$ cat config.mk
export PLATFORM = sky130hd
export DESIGN_NAME = parallel_io_port_block
export DESIGN_NICKNAME = d
export VERILOG_FILES = /design/src/rtl/parallel_io_port_block.v
export VERILOG_INCLUDE_DIRS = /design/src /design/src/rtl
export SDC_FILE = /design/constraint.sdc
export NUM_CORES = 1
export LEC_CHECK = 0
export BUFFER_PORTS_ARGS = -buffer_cell sky130_fd_sc_hd__buf_2
export CAP_MARGIN = 20
export CORE_MARGIN = 2
export CORE_UTILIZATION = 43
export DETAILED_ROUTE_END_ITERATION = 10
export HOLD_SLACK_MARGIN = 0.05
export PLACE_DENSITY = 0.77
export SYNTH_ARGS = -nofsm -noshare
export SYNTH_HDL_FRONTEND = slang
export SYNTH_SLANG_ARGS = --single-unit
$ cat constraint.sdc
create_clock -name aclk -period 2.87 [get_ports aclk]
set_input_delay 0.4305 -clock aclk [delete_from_list [all_inputs] [get_ports aclk]]
set_output_delay 0.4305 -clock aclk [all_outputs]
set_load 0.01 [all_outputs]
$ cat src/rtl/pio_map.vh
// Summary of operation
// - Input pin with peripheral output active: latch read returns peripheral output.
// - Output pin with peripheral input: peripheral receives the latched bit.
// - Port B: direction 0 floating input, 1 push-pull output.
// - Option 0 plain input; option 1 input with interrupt on ports A, C, D.
// - Output mode: option 0 open drain, option 1 push-pull.
// - Port C always push-pull out; option selects input interrupt; pins 3:0 high sink.
// - Port F floating in; pins 6:4,1:0 true open drain, 3:2 push-pull; E inputs floating.
// - Without an option bit, direction alone sets the pin configuration.
// - Latch writes always update, even while the pin is an input.
// - Latch address reads return sampled pin levels, except inputs with peripheral output active.
// - Direction bit 0 input, 1 output; all bits read-write.
// - All latch, direction and option registers reset to zero.
// - Registers at consecutive indices 0x00 to 0x12; 0x05 unused.
// - Enabled peripheral function overrides standard port programming.
`ifndef PIO_MAP_VH
`define PIO_MAP_VH
// ============================================================
// Register indices (byte address is four times the index)
`define IDX_A_LATCH 5'h00
`define IDX_A_DIR 5'h01
`define IDX_A_OPT 5'h02
`define IDX_B_LATCH 5'h03
`define IDX_B_DIR 5'h04
`define IDX_UNUSED 5'h05
`define IDX_C_LATCH 5'h06
`define IDX_C_DIR 5'h07
`define IDX_C_OPT 5'h08
`define IDX_D_LATCH 5'h09
`define IDX_D_DIR 5'h0a
`define IDX_D_OPT 5'h0b
`define IDX_E_LATCH 5'h0c
`define IDX_E_DIR 5'h0d
`define IDX_E_OPT 5'h0e
`define IDX_F_LATCH 5'h0f
`define IDX_F_DIR 5'h10
`define IDX_IRQ_STAT 5'h11
`define IDX_IRQ_MASK 5'h12
`define IDX_LAST 5'h12
// ============================================================
// Reset values and fixed pin layouts
`define REG_RESET 8'h00
`define IRQ_RESET 4'h0
`define F_PUSH_PULL 8'h0c
`define C_HIGH_SINK 8'h0f
`define RESP_OKAY 2'b00
`define RESP_SLVERR 2'b10
`endif

$ cat src/rtl/parallel_io_port_block.v
// Register access over AXI4-Lite was decided locally.
`include "pio_map.vh"
`default_nettype none
module parallel_io_port_block (
    // Clock, reset, enable
    input wire aclk,
    input wire aresetn,
    input wire clk_en,
    // AXI4-Lite write
    input wire [7:0] s_axi_awaddr,
    input wire s_axi_awvalid,
    output reg s_axi_awready,
    input wire [31:0] s_axi_wdata,
    input wire [3:0] s_axi_wstrb,
    input wire s_axi_wvalid,
    output reg s_axi_wready,
    output reg [1:0] s_axi_bresp,
    output reg s_axi_bvalid,
    input wire s_axi_bready,
    // AXI4-Lite read
    input wire [7:0] s_axi_araddr,
    input wire s_axi_arvalid,
    output reg s_axi_arready,
    output reg [31:0] s_axi_rdata,
    output reg [1:0] s_axi_rresp,
    output reg s_axi_rvalid,
    input wire s_axi_rready,
    // Pins, six ports of eight, index port*8+bit (A..F)
    input wire [47:0] pin_in,
    output reg [47:0] pin_out,
    output reg [47:0] pin_oe,
    // Peripheral alternate functions
    input wire [47:0] alt_out_en,
    input wire [47:0] alt_out_val,
    input wire [47:0] alt_out_od,
    output reg [47:0] alt_in,
    // External interrupt lines for ports A, C, D
    output reg [23:0] ext_int_level,
    // Port C high-sink pin map
    output reg [7:0] c_high_sink,
    // Interrupt
    output reg irq
);

// ============================================================
// Port registers
reg [7:0] latch_q [0:5];
reg [7:0] dir_q [0:5];
reg [7:0] opt_q [0:5];
reg [47:0] pin_s_q;
reg [3:0] irq_stat_q;
reg [3:0] irq_mask_q;
reg [23:0] int_prev_q;

// ============================================================
// Write channel state
reg aw_hold_q;
reg w_hold_q;
reg [4:0] aw_idx_q;
reg [7:0] w_byte_q;
reg w_lane_q;
wire do_write;
assign do_write = aw_hold_q && w_hold_q && !s_axi_bvalid;
wire [2:0] wport;
wire [1:0] wkind;
wire wmap;
reg [2:0] port_r;
reg [1:0] kind_r;
reg map_r;

// Decode index into port and kind (0 latch, 1 dir, 2 opt)
function [5:0] decode;
    input [4:0] idx;
    begin
        case (idx)
            `IDX_A_LATCH: decode = {1'b1, 3'd0, 2'd0};
            `IDX_A_DIR: decode = {1'b1, 3'd0, 2'd1};
            `IDX_A_OPT: decode = {1'b1, 3'd0, 2'd2};
            `IDX_B_LATCH: decode = {1'b1, 3'd1, 2'd0};
            `IDX_B_DIR: decode = {1'b1, 3'd1, 2'd1};
            `IDX_C_LATCH: decode = {1'b1, 3'd2, 2'd0};
            `IDX_C_DIR: decode = {1'b1, 3'd2, 2'd1};
            `IDX_C_OPT: decode = {1'b1, 3'd2, 2'd2};
            `IDX_D_LATCH: decode = {1'b1, 3'd3, 2'd0};
            `IDX_D_DIR: decode = {1'b1, 3'd3, 2'd1};
            `IDX_D_OPT: decode = {1'b1, 3'd3, 2'd2};
            `IDX_E_LATCH: decode = {1'b1, 3'd4, 2'd0};
            `IDX_E_DIR: decode = {1'b1, 3'd4, 2'd1};
            `IDX_E_OPT: decode = {1'b1, 3'd4, 2'd2};
            `IDX_F_LATCH: decode = {1'b1, 3'd5, 2'd0};
            `IDX_F_DIR: decode = {1'b1, 3'd5, 2'd1};
            default: decode = 6'h00;
        endcase
    end
endfunction

assign {wmap, wport, wkind} = decode(aw_idx_q);

// ============================================================
// Per-pin configuration
wire [47:0] drive_oe;
wire [47:0] drive_val;
wire [47:0] read_val;
wire [23:0] int_lvl;

genvar g;
generate
    for (g = 0; g < 48; g = g + 1) begin : pin_g
        localparam P = g / 8;
        localparam B = g % 8;
        localparam HAS_OPT = (P == 0) || (P == 2) || (P == 3) || (P == 4);
        wire dirb = dir_q[P][B];
        wire optb = HAS_OPT ? opt_q[P][B] : 1'b0;
        wire latb = latch_q[P][B];
        wire alt = alt_out_en[g];
        wire od;
        wire val;
        // Output style per port
        if (P == 1) begin : pb
            assign od = 1'b0;
        end else if (P == 2) begin : pc
            assign od = 1'b0;
        end else if (P == 5) begin : pf
            // Fixed push-pull pins, the rest true open drain
            localparam [7:0] FPP = `F_PUSH_PULL;
            assign od = !FPP[B];
        end else begin : po
            assign od = !optb;
        end
        // Peripheral overrides port programming
        assign val = alt ? alt_out_val[g] : latb;
        wire od_eff = alt ? (alt_out_od[g] | (P == 5 && od)) : od;
        wire outm = alt | dirb;
        // Open drain drives low only
        assign drive_oe[g] = outm && (od_eff ? !val : 1'b1);
        assign drive_val[g] = outm && val;
        // Input with alt output reads alt state
        assign read_val[g] = (!dirb && alt) ? alt_out_val[g] : pin_s_q[g];
        if (P == 0 || P == 2 || P == 3) begin : ig
            localparam I = (P == 0) ? B : ((P == 2) ? 8 + B : 16 + B);
            // Interrupt only when floating input with interrupt
            assign int_lvl[I] = (!dirb && optb && !alt) ? pin_s_q[g] : 1'b0;
        end
    end
endgenerate

// ============================================================
// Read mux
reg [7:0] rd_byte;
reg rd_ok;
always @* begin
    {map_r, port_r, kind_r} = decode(s_axi_araddr[6:2]);
    rd_byte = 8'h00;
    rd_ok = 1'b1;
    if (map_r) begin
        case (kind_r)
            2'd0: rd_byte = read_val[port_r*8 +: 8];
            2'd1: rd_byte = dir_q[port_r];
            default: rd_byte = opt_q[port_r];
        endcase
    end else if (s_axi_araddr[6:2] == `IDX_IRQ_STAT) begin
        rd_byte = {4'h0, irq_stat_q};
    end else if (s_axi_araddr[6:2] == `IDX_IRQ_MASK) begin
        rd_byte = {4'h0, irq_mask_q};
    end else begin
        rd_ok = 1'b0;
    end
    if (s_axi_araddr[7]) begin
        rd_ok = 1'b0;
        rd_byte = 8'h00;
    end
end

// ============================================================
// Interrupt events: any rising edge of a forwarded level per port group
wire [3:0] evt;
assign evt = {1'b0,
    |(int_lvl[23:16] & ~int_prev_q[23:16]),
    |(int_lvl[15:8] & ~int_prev_q[15:8]),
    |(int_lvl[7:0] & ~int_prev_q[7:0])};

// ============================================================
// Main clocked process
integer i;
always @(posedge aclk) begin
    if (!aresetn) begin
        for (i = 0; i < 6; i = i + 1) begin
            latch_q[i] <= `REG_RESET;
            dir_q[i] <= `REG_RESET;
            opt_q[i] <= `REG_RESET;
        end
        pin_s_q <= 48'h0;
        irq_stat_q <= `IRQ_RESET;
        irq_mask_q <= `IRQ_RESET;
        int_prev_q <= 24'h0;
        aw_hold_q <= 1'b0;
        w_hold_q <= 1'b0;
        aw_idx_q <= 5'h00;
        w_byte_q <= 8'h00;
        w_lane_q <= 1'b0;
        s_axi_awready <= 1'b0;
        s_axi_wready <= 1'b0;
        s_axi_bvalid <= 1'b0;
        s_axi_bresp <= `RESP_OKAY;
        s_axi_arready <= 1'b0;
        s_axi_rvalid <= 1'b0;
        s_axi_rresp <= `RESP_OKAY;
        s_axi_rdata <= 32'h0;
        pin_out <= 48'h0;
        pin_oe <= 48'h0;
        alt_in <= 48'h0;
        ext_int_level <= 24'h0;
        c_high_sink <= 8'h00;
        irq <= 1'b0;
    end else if (clk_en) begin
        // Pin sampling and outputs
        pin_s_q <= pin_in;
        pin_out <= drive_val;
        pin_oe <= drive_oe;
        // Output pins feed latch to peripheral inputs
        for (i = 0; i < 48; i = i + 1) begin
            alt_in[i] <= dir_q[i/8][i%8] ? latch_q[i/8][i%8] : pin_s_q[i];
        end
        ext_int_level <= int_lvl;
        int_prev_q <= int_lvl;
        c_high_sink <= `C_HIGH_SINK;
        // Write address and data, taken in either order
        s_axi_awready <= !aw_hold_q && !s_axi_awready;
        s_axi_wready <= !w_hold_q && !s_axi_wready;
        if (s_axi_awvalid && s_axi_awready) begin
            aw_hold_q <= 1'b1;
            aw_idx_q <= s_axi_awaddr[6:2];
            w_lane_q <= s_axi_awaddr[7];
            s_axi_awready <= 1'b0;
        end
        if (s_axi_wvalid && s_axi_wready) begin
            w_hold_q <= 1'b1;
            w_byte_q <= s_axi_wstrb[0] ? s_axi_wdata[7:0] : 8'h00;
            s_axi_wready <= 1'b0;
            if (!s_axi_wstrb[0]) begin
                w_lane_q <= w_lane_q;
            end
        end
        // Status set wins over write-one-to-clear
        irq_stat_q <= irq_stat_q | evt;
        if (do_write) begin
            aw_hold_q <= 1'b0;
            w_hold_q <= 1'b0;
            s_axi_bvalid <= 1'b1;
            s_axi_bresp <= `RESP_OKAY;
            if (w_lane_q) begin
                s_axi_bresp <= `RESP_SLVERR;
            end else if (wmap) begin
                case (wkind)
                    2'd0: latch_q[wport] <= w_byte_q;
                    2'd1: dir_q[wport] <= w_byte_q;
                    default: opt_q[wport] <= w_byte_q;
                endcase
            end else if (aw_idx_q == `IDX_IRQ_STAT) begin
                irq_stat_q <= (irq_stat_q & ~w_byte_q[3:0]) | evt;
            end else if (aw_idx_q == `IDX_IRQ_MASK) begin
                irq_mask_q <= w_byte_q[3:0];
            end else begin
                s_axi_bresp <= `RESP_SLVERR;
            end
        end
        if (s_axi_bvalid && s_axi_bready) begin
            s_axi_bvalid <= 1'b0;
        end
        // Read channel
        s_axi_arready <= !s_axi_rvalid && !s_axi_arready;
        if (s_axi_arvalid && s_axi_arready) begin
            s_axi_arready <= 1'b0;
            s_axi_rvalid <= 1'b1;
            s_axi_rdata <= {24'h0, rd_byte};
            s_axi_rresp <= rd_ok ? `RESP_OKAY : `RESP_SLVERR;
        end
        if (s_axi_rvalid && s_axi_rready) begin
            s_axi_rvalid <= 1'b0;
        end
        irq <= |(irq_stat_q & irq_mask_q);
    end
end

endmodule // parallel_io_port_block
`default_nettype wire

==> results of run 1 <==
-- area by class of cell --
type,count,area share (%)
Sequential cell,413,40.6
Multi-Input combinational cell,1555,39.3
Timing Repair Buffer,448,10.2
Clock buffer,73,5.74
Tap cell,607,3.16
Inverter,40,0.624
Clock inverter,9,0.400
Antenna cell,1,0.0104
-- through the flow --
step,utilization [%],hold slack (ns)
2_1_floorplan,-,0.425
3_3_place_gp,48.8,0.437
3_5_place_dp,48.8,0.450
4_1_cts,52.0,0.0750
5_1_grt,52.0,0.0956
6_report,52.0,0.0932
-- kinds of logic after synthesis --
kind of cell               Yosys count
AOI/OAI and AO/OA                  524
xor gates and xnor gates             3
adders and majority gates           11
buffers and inverters              206
DFF                                413
muxes                              122
other                                1
and+or+nand+nor                    865
-- report_power, final --
group          total, uW  leakage (uW)  internal [uW]  switching, uW
registers           6540       0.00369           6320            220
logic               1620       0.00640            659            959
clock network       5820      0.000729           3390           2430
-- synth_stat cells (6+ instances only) --
cell type	instances
ha_1	11
a31oi_1	22
a211oi_1	12
nand3b_1	27
o21ai_0	87
and3_1	84
buf_2	17
buf_4	37
nor3_1	19
a21boi_0	49
mux2i_1	122
nand2_1	302
o211ai_1	60
or2_2	25
nand2b_1	46
o211a_1	74
inv_1	40
a21oi_1	134
a21bo_2	6
nor2_1	127
dfxtp_1	263
a311oi_1	16
nor2b_1	152
edfxtp_1	150
nand3_1	58
o22ai_1	14
clkbuf_1	105
-- sequential cells by signal, indices dropped and copies added, names as in the netlist, 2 cells and up --
| signal | cells |
|---|---|
| dir_q | 54 |
| aw_idx_q | 5 |
| wport | 3 |
| w_byte_q | 8 |
| latch_q | 48 |
| alt_in | 48 |
| pin_out | 48 |
| pin_oe | 48 |
| s_axi_rdata | 8 |
| int_prev_q | 24 |
| pin_s_q | 48 |
| irq_mask_q | 4 |
| wkind | 2 |
| opt_q | 48 |
| irq_stat_q | 4 |
-- path summary, 6_finish.rpt --
path,slack (ns),endpoint
setup / recovery,0.51,opt_q[2][1]$_SDFFCE_PN0P_
setup reg to reg,0.51,opt_q[2][1]$_SDFFCE_PN0P_
hold reg to reg,0.47,irq_stat_q[3]$_SDFFE_PN0P_
hold / removal,0.09,w_lane_q$_SDFFE_PN0P_
-- per-layer routing --
metal,share of wire [%],global-route usage [%]
met1,42,34.3
met2,47,44.9
met4,3.9,10.2
met5,0.019,0
met3,6.8,4.46
-- critical path, delay by kind of cell, from the launching register on --
family / cells / cell delay, ns
flops: 1 / 0.33
simple gates: 4 / 1.62
buf+inv: 1 / 0.07
==> flow_summary.json, run 1 <==
{
  "outcome": "finished, final reports clean",
  "final_area_mm2": 0.0241,
  "synth-seq-cells": 413,
  "mostFrequentLayoutCells": "buf_2, nand2_1, dfxtp_1",
  "synthesis.yosys.warnings": 0,
  "multi_input_comb_area_mm2": 0.00945,
  "power_per_cell_area_mw_per_mm2": 581,
  "synthesis.instances": 2145,
  "yosysTopAreaCell": "dfxtp_1",
  "final_net_count": 2766,
  "vias_in_the_first_global_route": 16400,
  "setup_buffers_after_cts": 0,
  "worst-slew-pin-transition_ns": 1.02,
  "timing.rr.start": "aw_hold_q$_SDFFE_PN0P_",
  "clk_pin_slew_worst_paths_ns": 0.06,
  "worst_hold_path_type": "primary input to register",
  "mostFrequentLayoutCell": "buf_2",
  "drcViolationCount": 0,
  "flow.area_growth_from_synthesis_pct": 19.9,
  "global_route_wire_length_before_repair_mm": 97.5,
  "synth.top_cell.area_share_pct": 26.2,
  "totalWireLength_mm": 66.8,
  "skew_pair_late_insertion_delay_ns": 0.60,
  "antenna_violating_nets_post_route": 0,
  "max-clock-path-buffers": 3,
  "synth_async_sr_flop_share_pct": 0,
  "synth_cell_types": 65,
  "cp_data_required_time_ns": 3.11,
  "die-width_um": 220,
  "cts_made_buffers": 45,
  "slew_headroom_pct": 31.4,
  "crit_path_top_delay_cell": "or3_1",
  "cts.hold.buffers_added": 0,
  "fin_total_pwr_uw": 14000,
  "layout-drive-gt1-share_pct": 22.2,
  "synth_top_family_by_area": "simple AND/OR/NAND/NOR gates",
  "synth.yosys.seq_area_share_pct": 48.7,
  "hold_viol_final": 0,
  "hpwl_mm": 50.6,
  "maxCapViolations": 0,
  "grt_util_all_layers_pct": 26.7,
  "fillers": 4228,
  "boundaryPins": 470,
  "cts_tree": "done",
  "avgSynthCellArea_um2": 9.35,
  "synth_compound_area_share_pct": 18.0,
  "critical_path.max_fanout": 9,
  "antenna_violations_before_repair": 2,
  "buffer_ports.inserted": 402,
  "initial_core_util_pct": 43.4,
  "clock_tree.root_cell": "clkbuf_16",
  "number_of_vias_in_the_routed_layout": 17600,
  "fp-row-count": 79,
  "rsz0062_at_grt": "no",
  "cts_resized": 0,
  "finalMaxSlewViolations": 0,
  "power.leakage_uw": 0.0108,
  "worst_setup_sp": "aw_hold_q$_SDFFE_PN0P_",
  "timing.clock.skew_ns": 0.0324,
  "dp_cells": 3063,
  "timing.hold.worst_path_depth": 3,
  "timing.hold.worst.start": "s_axi_awaddr[7]",
  "post_drt_wl_per_cell_um": 21.2,
  "final_cell_count_no_fill": 3146,
  "share_of_the_clock_period_used_by_the_worst_path_pct": 82.4,
  "htree_num_levels": 2,
  "routed_via_density": 5.60,
  "share_of_synthesized_cell_area_in_full_adder_half_adder_and_majority_cells_pct": 0.686,
  "ys_top_cells_by_area": "dfxtp_1, edfxtp_1, mux2i_1",
  "post_synth_instance_area_mm2": 0.0201,
  "final_period_minus_worst_setup_slack_ns": 2.36,
  "synth_enable_flop_cells": 150,
  "crit_end_element": "register",
  "arrival_ns": 2.61,
  "area_share_of_and_or_nand_nor_cells_after_synthesis_pct": 21.5,
  "gr-total-overflow": 0,
  "synth_ff_type": "dfxtp_1",
  "synth_xor_xnor_area_share_pct": 0.168,
  "critical_path.cell_chain": "inv_1, or3_1, nor3_1, nand2_1, nand2_1",
  "finalSetupViolations": 0,
  "seqCellArea_mm2": 0.00977,
  "grt_start_max_net_pins": 172,
  "mux_share_of_post_synthesis_cell_area_pct": 6.09,
  "pre_cts_ws_ns": 0.143,
  "placer_congestion_estimate": 0.923,
  "rr_worst_depth": 5,
  "worstSetupStartpointType": "register",
  "vdd.ir_drop.worst_mv": 0.407,
  "die_area_mm2": 0.0484,
  "height_of_the_die_um": 220,
  "fmax_mhz": 423,
  "fin_tns_setup_ns": 0,
  "core_area_mm2": 0.0463,
  "placedInstanceArea_mm2": 0.0226,
  "drtIter0Drc": 1627,
  "critical_path_class": "register to register",
  "detail_route.first_pass.iterations": 6,
  "clock-sinks": 413,
  "critical-path-max-stage-delay_ns": 0.50,
  "cpMostUsedCell": "nand2_1",
  "finalWorstSetupSlack_ns": 0.506
}
No activity file was read; power rests on OpenSTA's default activity.
==> run 2: changes to the inputs <==
==> constraint.sdc (replaced) <==
create_clock -name aclk -period 2.3 [get_ports aclk]
set_input_delay 0.345 -clock aclk [delete_from_list [all_inputs] [get_ports aclk]]
set_output_delay 0.345 -clock aclk [all_outputs]
set_load 0.01 [all_outputs]
==> flow_summary.json, run 2 (synthesis gave the netlist of run 1 again) <==
{
  "totalWireLength_mm": 70.0,
  "finalMaxSlewViolations": 0,
  "critical_path.max_fanout": 5,
  "final_cell_count_no_fill": 3289,
  "met2_capacity_usage_during_global_routing_pct": 46.3,
  "initial_core_util_pct": 43.4,
  "registers.top_by_ff_count": "dir_q",
  "power_per_cell_area_mw_per_mm2": 705,
  "boundaryPins": 470,
  "clock_tree.root_cell": "clkbuf_16",
  "share_of_the_clock_period_used_by_the_worst_path_pct": 94.0,
  "rr_worst_depth": 7,
  "worst-slew-pin-transition_ns": 1.06,
  "buffer_ports.inserted": 402,
  "global_route_wire_length_before_repair_mm": 102,
  "cts_made_buffers": 45,
  "slew_headroom_pct": 29.0,
  "cp-endpoint": "wkind[0]$_DFF_P_",
  "gr-total-overflow": 0,
  "hold-worst-slack_ns": 0.0815,
  "height_of_the_die_um": 220,
  "hold_viol_final": 0,
  "hpwl_mm": 53.4,
  "mostFrequentLayoutCell": "buf_2",
  "final_period_minus_worst_setup_slack_ns": 2.16,
  "die-width_um": 220,
  "drcViolationCount": 0,
  "htree_num_levels": 2,
  "setup_buffers_after_cts": 0,
  "die_area_mm2": 0.0484,
  "vias_in_the_first_global_route": 17100,
  "timing.clock.skew_ns": 0.0195,
  "routed_via_density": 5.60,
  "drtIter0Drc": 1683,
  "power.leakage_uw": 0.0115,
  "reg2reg_to": "wkind[0]$_DFF_P_",
  "post_drt_wl_per_cell_um": 21.3,
  "clock-sinks": 413,
  "grt_util_all_layers_pct": 28.0,
  "timing.rr.start": "s_axi_awready$_SDFFE_PN0P_",
  "skew_pair_late_insertion_delay_ns": 0.59,
  "core_area_mm2": 0.0463,
  "r2r_setup_slack_ns": 0.14,
  "critical_path_class": "register to register",
  "pre_cts_ws_ns": -0.242,
  "cts_tree": "done",
  "vdd.ir_drop.worst_mv": 0.500,
  "maxCapViolations": 0,
  "worstSetupStartpointType": "register",
  "detail_route.first_pass.iterations": 5,
  "mostFrequentLayoutCells": "buf_2, nand2_1, dfxtp_1",
  "antenna_violations_before_repair": 0,
  "cp_data_required_time_ns": 2.78,
  "final_net_count": 2906,
  "clk_pin_slew_worst_paths_ns": 0.06,
  "fin_total_pwr_uw": 17900,
  "fmax_mhz": 463,
  "fp-row-count": 79,
  "flip_flop_count_of_the_largest_register_after_layout": 54,
  "finalWorstSetupSlack_ns": 0.138,
  "grt_start_max_net_pins": 173,
  "use_met1_pct": 36.5,
  "placer_congestion_estimate": 0.934,
  "fillers": 4106,
  "worst_setup_sp": "s_axi_awready$_SDFFE_PN0P_",
  "gr-usage-met3_pct": 4.47,
  "flow.area_growth_from_synthesis_pct": 26.7,
  "outcome": "finished, final reports clean",
  "crit_end_element": "register",
  "arrival_ns": 2.64,
  "finalSetupViolations": 0,
  "max-clock-path-buffers": 3,
  "rsz0062_at_grt": "no",
  "layout-drive-gt1-share_pct": 24.7,
  "number_of_vias_in_the_routed_layout": 18400,
  "dp_cells": 3154,
  "grt_most_used_layer": "met2",
  "worst_hold_path_type": "primary input to register",
  "antenna_violating_nets_post_route": 0
}
-- run 2: changes by cell type in the layout (fill, tap and decap cells not counted), moves of 3 or more --
cell / previous run / this run
buf_12: 6 / 14
buf_4: 40 / 123
clkbuf_1: 14 / 8
clkinv_1: 0 / 3
dlygate4sd3_1: 0 / 49
-- run 2: worst min-delay path by stage --
stage | from | cells after the start | slack [ns] | end
global route | pin_in[32] | 3 | 0.05 | pin_s_q[32]$_SDFFE_PN0P_
CTS | s_axi_awaddr[2] | 3 | 0.05 | aw_idx_q[0]$_SDFFE_PN0N_
finish | pin_in[32] | 3 | 0.08 | pin_s_q[32]$_SDFFE_PN0P_
global placement | irq_stat_q[3]$_SDFFE_PN0P_ | 2 | 0.45 | irq_stat_q[3]$_SDFFE_PN0P_
detailed placement | irq_stat_q[3]$_SDFFE_PN0P_ | 2 | 0.45 | irq_stat_q[3]$_SDFFE_PN0P_
floorplan | irq_stat_q[3]$_SDFFE_PN0P_ | 2 | 0.42 | irq_stat_q[3]$_SDFFE_PN0P_
-- run 2: power breakdown --
part           total [uW]  switching, uW  internal, uW
combinational        2270           1280           985
sequential           8130            248          7890
clock                7520           3030          4490
total               17900           4560         13400
-- run 2: layout make-up --
cell class                 instances  area [um^2]  area share (%)
tap                              607          759            2.99
antenna                            3         7.51          0.0295
multi-input combinational       1555         9460            37.2
clock inverter                    17          174           0.684
clock buffer                      66         1370            5.41
inverter                          40          150           0.591
timing repair buffer             588         3720            14.6
sequential                       413         9770            38.4
-- run 2: per-layer routing --
layer  vias to the layer above  share of wire, %  routed length, um
met5                         -                 0                  0
met4                         0               4.0               2810
met3                       160               7.1               4990
met2                       788                47              33000
met1                      8851                42              29300
li1                       8603                 -                  -
-- run 2: critical path, stage by stage, from the launching register on --
cell	delay, ns
dfxtp_1	0.40
nand3_1	0.27
mux2i_1	0.22
nor2b_1	0.32
inv_1	0.15
ha_1	0.33
o2bb2ai_1	0.14
o31ai_1	0.23
-- run 2: stage by stage --
stage | utilization (%) | setup TNS (ns) | instance area, um^2
4_1_cts | 54.9 | 0 | 25400
3_3_place_gp | 50.5 | -1.41 | 23400
6_report | 54.9 | 0 | 25400
3_5_place_dp | 50.5 | -1.67 | 23400
2_1_floorplan | - | 0 | 20200
5_1_grt | 54.9 | 0 | 25400
-- run 2: repair_timing --
item	4_1_cts	5_1_grt
hold buffers	49	0
setup endpoints to repair	0	11
resized for setup	0	4
endpoints found under the hold margin	49	0
==> run 3: changes to the inputs <==
--- a/config.mk
+++ b/config.mk
@@ -9,10 +9,10 @@
 export BUFFER_PORTS_ARGS = -buffer_cell sky130_fd_sc_hd__buf_2
 export CAP_MARGIN = 20
 export CORE_MARGIN = 2
-export CORE_UTILIZATION = 43
+export CORE_UTILIZATION = 54
 export DETAILED_ROUTE_END_ITERATION = 10
 export HOLD_SLACK_MARGIN = 0.05
-export PLACE_DENSITY = 0.77
+export PLACE_DENSITY = 0.91
 export SYNTH_ARGS = -nofsm -noshare
 export SYNTH_HDL_FRONTEND = slang
 export SYNTH_SLANG_ARGS = --single-unit
==> flow_summary.json, run 3 (synthesis gave the netlist of run 1 again) <==
{
  "fp-row-count": 70,
  "die-width_um": 197,
  "setup_buffers_after_cts": 0,
  "cts.hold.buffers_added": 12,
  "flip_flop_count_of_the_largest_register_after_layout": 54,
  "finalSetupViolations": 0,
  "final_period_minus_worst_setup_slack_ns": 2.16,
  "diodes": 0,
  "routed_via_density": 6.02,
  "seqCellArea_mm2": 0.00977,
  "p_int_uw": 12900,
  "final_cell_count_no_fill": 3096,
  "max-clock-path-buffers": 3,
  "power.leakage_uw": 0.0112,
  "cts_made_buffers": 44,
  "hold-path-endpoint": "pin_s_q[44]$_SDFFE_PN0P_",
  "fmax_mhz": 464,
  "power.switching_fraction_pct": 25.9,
  "total_switching_power_uw": 4510,
  "flow.area_growth_from_synthesis_pct": 22.7,
  "crit_end_element": "register",
  "critical_path_class": "register to register",
  "mostFrequentLayoutCell": "buf_2",
  "boundaryPins": 470,
  "finalMaxSlewViolations": 0,
  "hpwl_mm": 50.6,
  "detail_route.first_pass.iterations": 8,
  "worst-slew-pin-transition_ns": 0.821,
  "totalWireLength_mm": 67.8,
  "cts_resized": 0,
  "registers.top_by_ff_count": "dir_q",
  "grt_util_all_layers_pct": 33.9,
  "drcViolationCount": 0,
  "rsz0062_at_grt": "no",
  "buffer_ports.inserted": 402,
  "timing.clock.skew_ns": 0.0150,
  "post_drt_wl_per_cell_um": 21.9,
  "die_area_mm2": 0.0387,
  "outcome": "finished, final reports clean",
  "skew_pair_late_insertion_delay_ns": 0.57,
  "worstSetupStartpointType": "register",
  "worst_hold_path_type": "primary input to register",
  "reg2reg_to": "opt_q[1][7]$_SDFFCE_PN0P_",
  "mostFrequentLayoutCells": "buf_2, nand2_1, dfxtp_1",
  "hold-worst-slack_ns": 0.0556,
  "initial_core_util_pct": 54.8,
  "share_of_the_clock_period_used_by_the_worst_path_pct": 93.8,
  "finish.utilization_pct": 67.2,
  "hold_viol_final": 0,
  "timing.hold.worst.start": "pin_in[44]",
  "cp_data_required_time_ns": 2.53,
  "pwr-share-comb_pct": 12.6,
  "critical_path.max_fanout": 19,
  "timing.rr.start": "w_hold_q$_SDFFE_PN0P_",
  "clock_tree.root_cell": "clkbuf_16",
  "height_of_the_die_um": 197,
  "clk_pin_slew_worst_paths_ns": 0.06,
  "arrival_ns": 2.38,
  "rr_worst_depth": 7,
  "antenna_violations_before_repair": 2,
  "multi_input_comb_area_mm2": 0.00944,
  "layout-drive-gt1-share_pct": 24.3,
  "core_area_mm2": 0.0366,
  "r2r_setup_slack_ns": 0.14,
  "global_route_wire_length_before_repair_mm": 101,
  "fillers": 2759,
  "timing.hold.worst_path_depth": 3,
  "clock-sinks": 413,
  "vias_in_the_first_global_route": 17600,
  "placer_congestion_estimate": 0.990,
  "cts_tree": "done",
  "share_seq_of_total_power_pct": 46.9,
  "final_net_count": 2855,
  "number_of_vias_in_the_routed_layout": 18600,
  "grt_start_max_net_pins": 164,
  "vdd.ir_drop.worst_mv": 0.574,
  "power_per_cell_area_mw_per_mm2": 707,
  "power_frac_clock_pct": 40.6,
  "dp_cells": 3002,
  "htree_num_levels": 2,
  "slew_headroom_pct": 44.6,
  "drtIter0Drc": 1775,
  "antenna_violating_nets_post_route": 0,
  "gr-total-overflow": 0,
  "maxCapViolations": 0
}
run 3: cell count changes in the layout (fill, tap and decap cells not counted), sizes merged:
| cell | before | now |
|---|---|---|
| inv | 42 | 41 |
| dlygate4sd3 | 49 | 12 |
| buf | 539 | 526 |
| diode | 3 | 0 |
| bufinv | 3 | 1 |
| clkinv | 12 | 14 |
run 3: how the worst max path moves through the flow:
stage | from | slack (ns) | depth (start not counted) | to
2_1_floorplan | s_axi_araddr[2] | 0.14 | 11 | s_axi_rdata[4]$_SDFFE_PN0P_
3_3_place_gp | s_axi_araddr[2] | -0.13 | 11 | s_axi_rdata[6]$_SDFFE_PN0P_
3_5_place_dp | s_axi_araddr[2] | -0.16 | 11 | s_axi_rdata[6]$_SDFFE_PN0P_
4_1_cts | w_hold_q$_SDFFE_PN0P_ | 0.18 | 7 | opt_q[1][7]$_SDFFCE_PN0P_
5_1_grt | s_axi_awready$_SDFFE_PN0P_ | 0.02 | 9 | wkind[0]$_DFF_P_
6_report | w_hold_q$_SDFFE_PN0P_ | 0.14 | 7 | opt_q[1][7]$_SDFFCE_PN0P_
run 3: cell type report:
cell class | instances | area share [%]
clock buffer | 66 | 5.33
timing repair buffer | 538 | 13.1
sequential | 413 | 39.7
tap | 468 | 2.38
multi-input combinational | 1555 | 38.4
inverter | 40 | 0.610
clock inverter | 16 | 0.478
run 3: critical path, stage by stage (launching register included):
cell     delay, ns
dfxtp_1       0.36
nand2_1       0.10
or3_1         0.36
buf_4         0.17
nor3_1        0.17
buf_4         0.28
nand2_1       0.10
nand2_1       0.28
run 3: power groups by stage:
stage	Sequential, uW	Clock, uW	Combinational [uW]
after floorplan	8290	0	1140
after global placement	8270	0	2080
after detailed placement	8290	0	2130
after CTS	8130	7080	2160
after global routing	8170	7350	2350
final	8150	7050	2190
run 3: metrics by stage:
stage          TNS [ns]  total power [uW]  instance area [um^2]  worst slack, ns
2_1_floorplan         0              9430                 20200            0.137
3_3_place_gp     -0.725             10300                 23100           -0.130
3_5_place_dp      -1.06             10400                 23100           -0.162
4_1_cts               0             17400                 24600            0.184
5_1_grt               0             17900                 24600           0.0171
6_report              0             17400                 24600            0.143
run 3: routing by layer:
metal  routed length (um)  vias to the layer above  global-route usage, %
met5                    0                        -                      0
met4                 3230                        0                   15.6
met3                 6070                      190                   5.05
met2                31500                     1073                   55.9
met1                27000                     8889                   44.2
li1                     -                     8482                      -
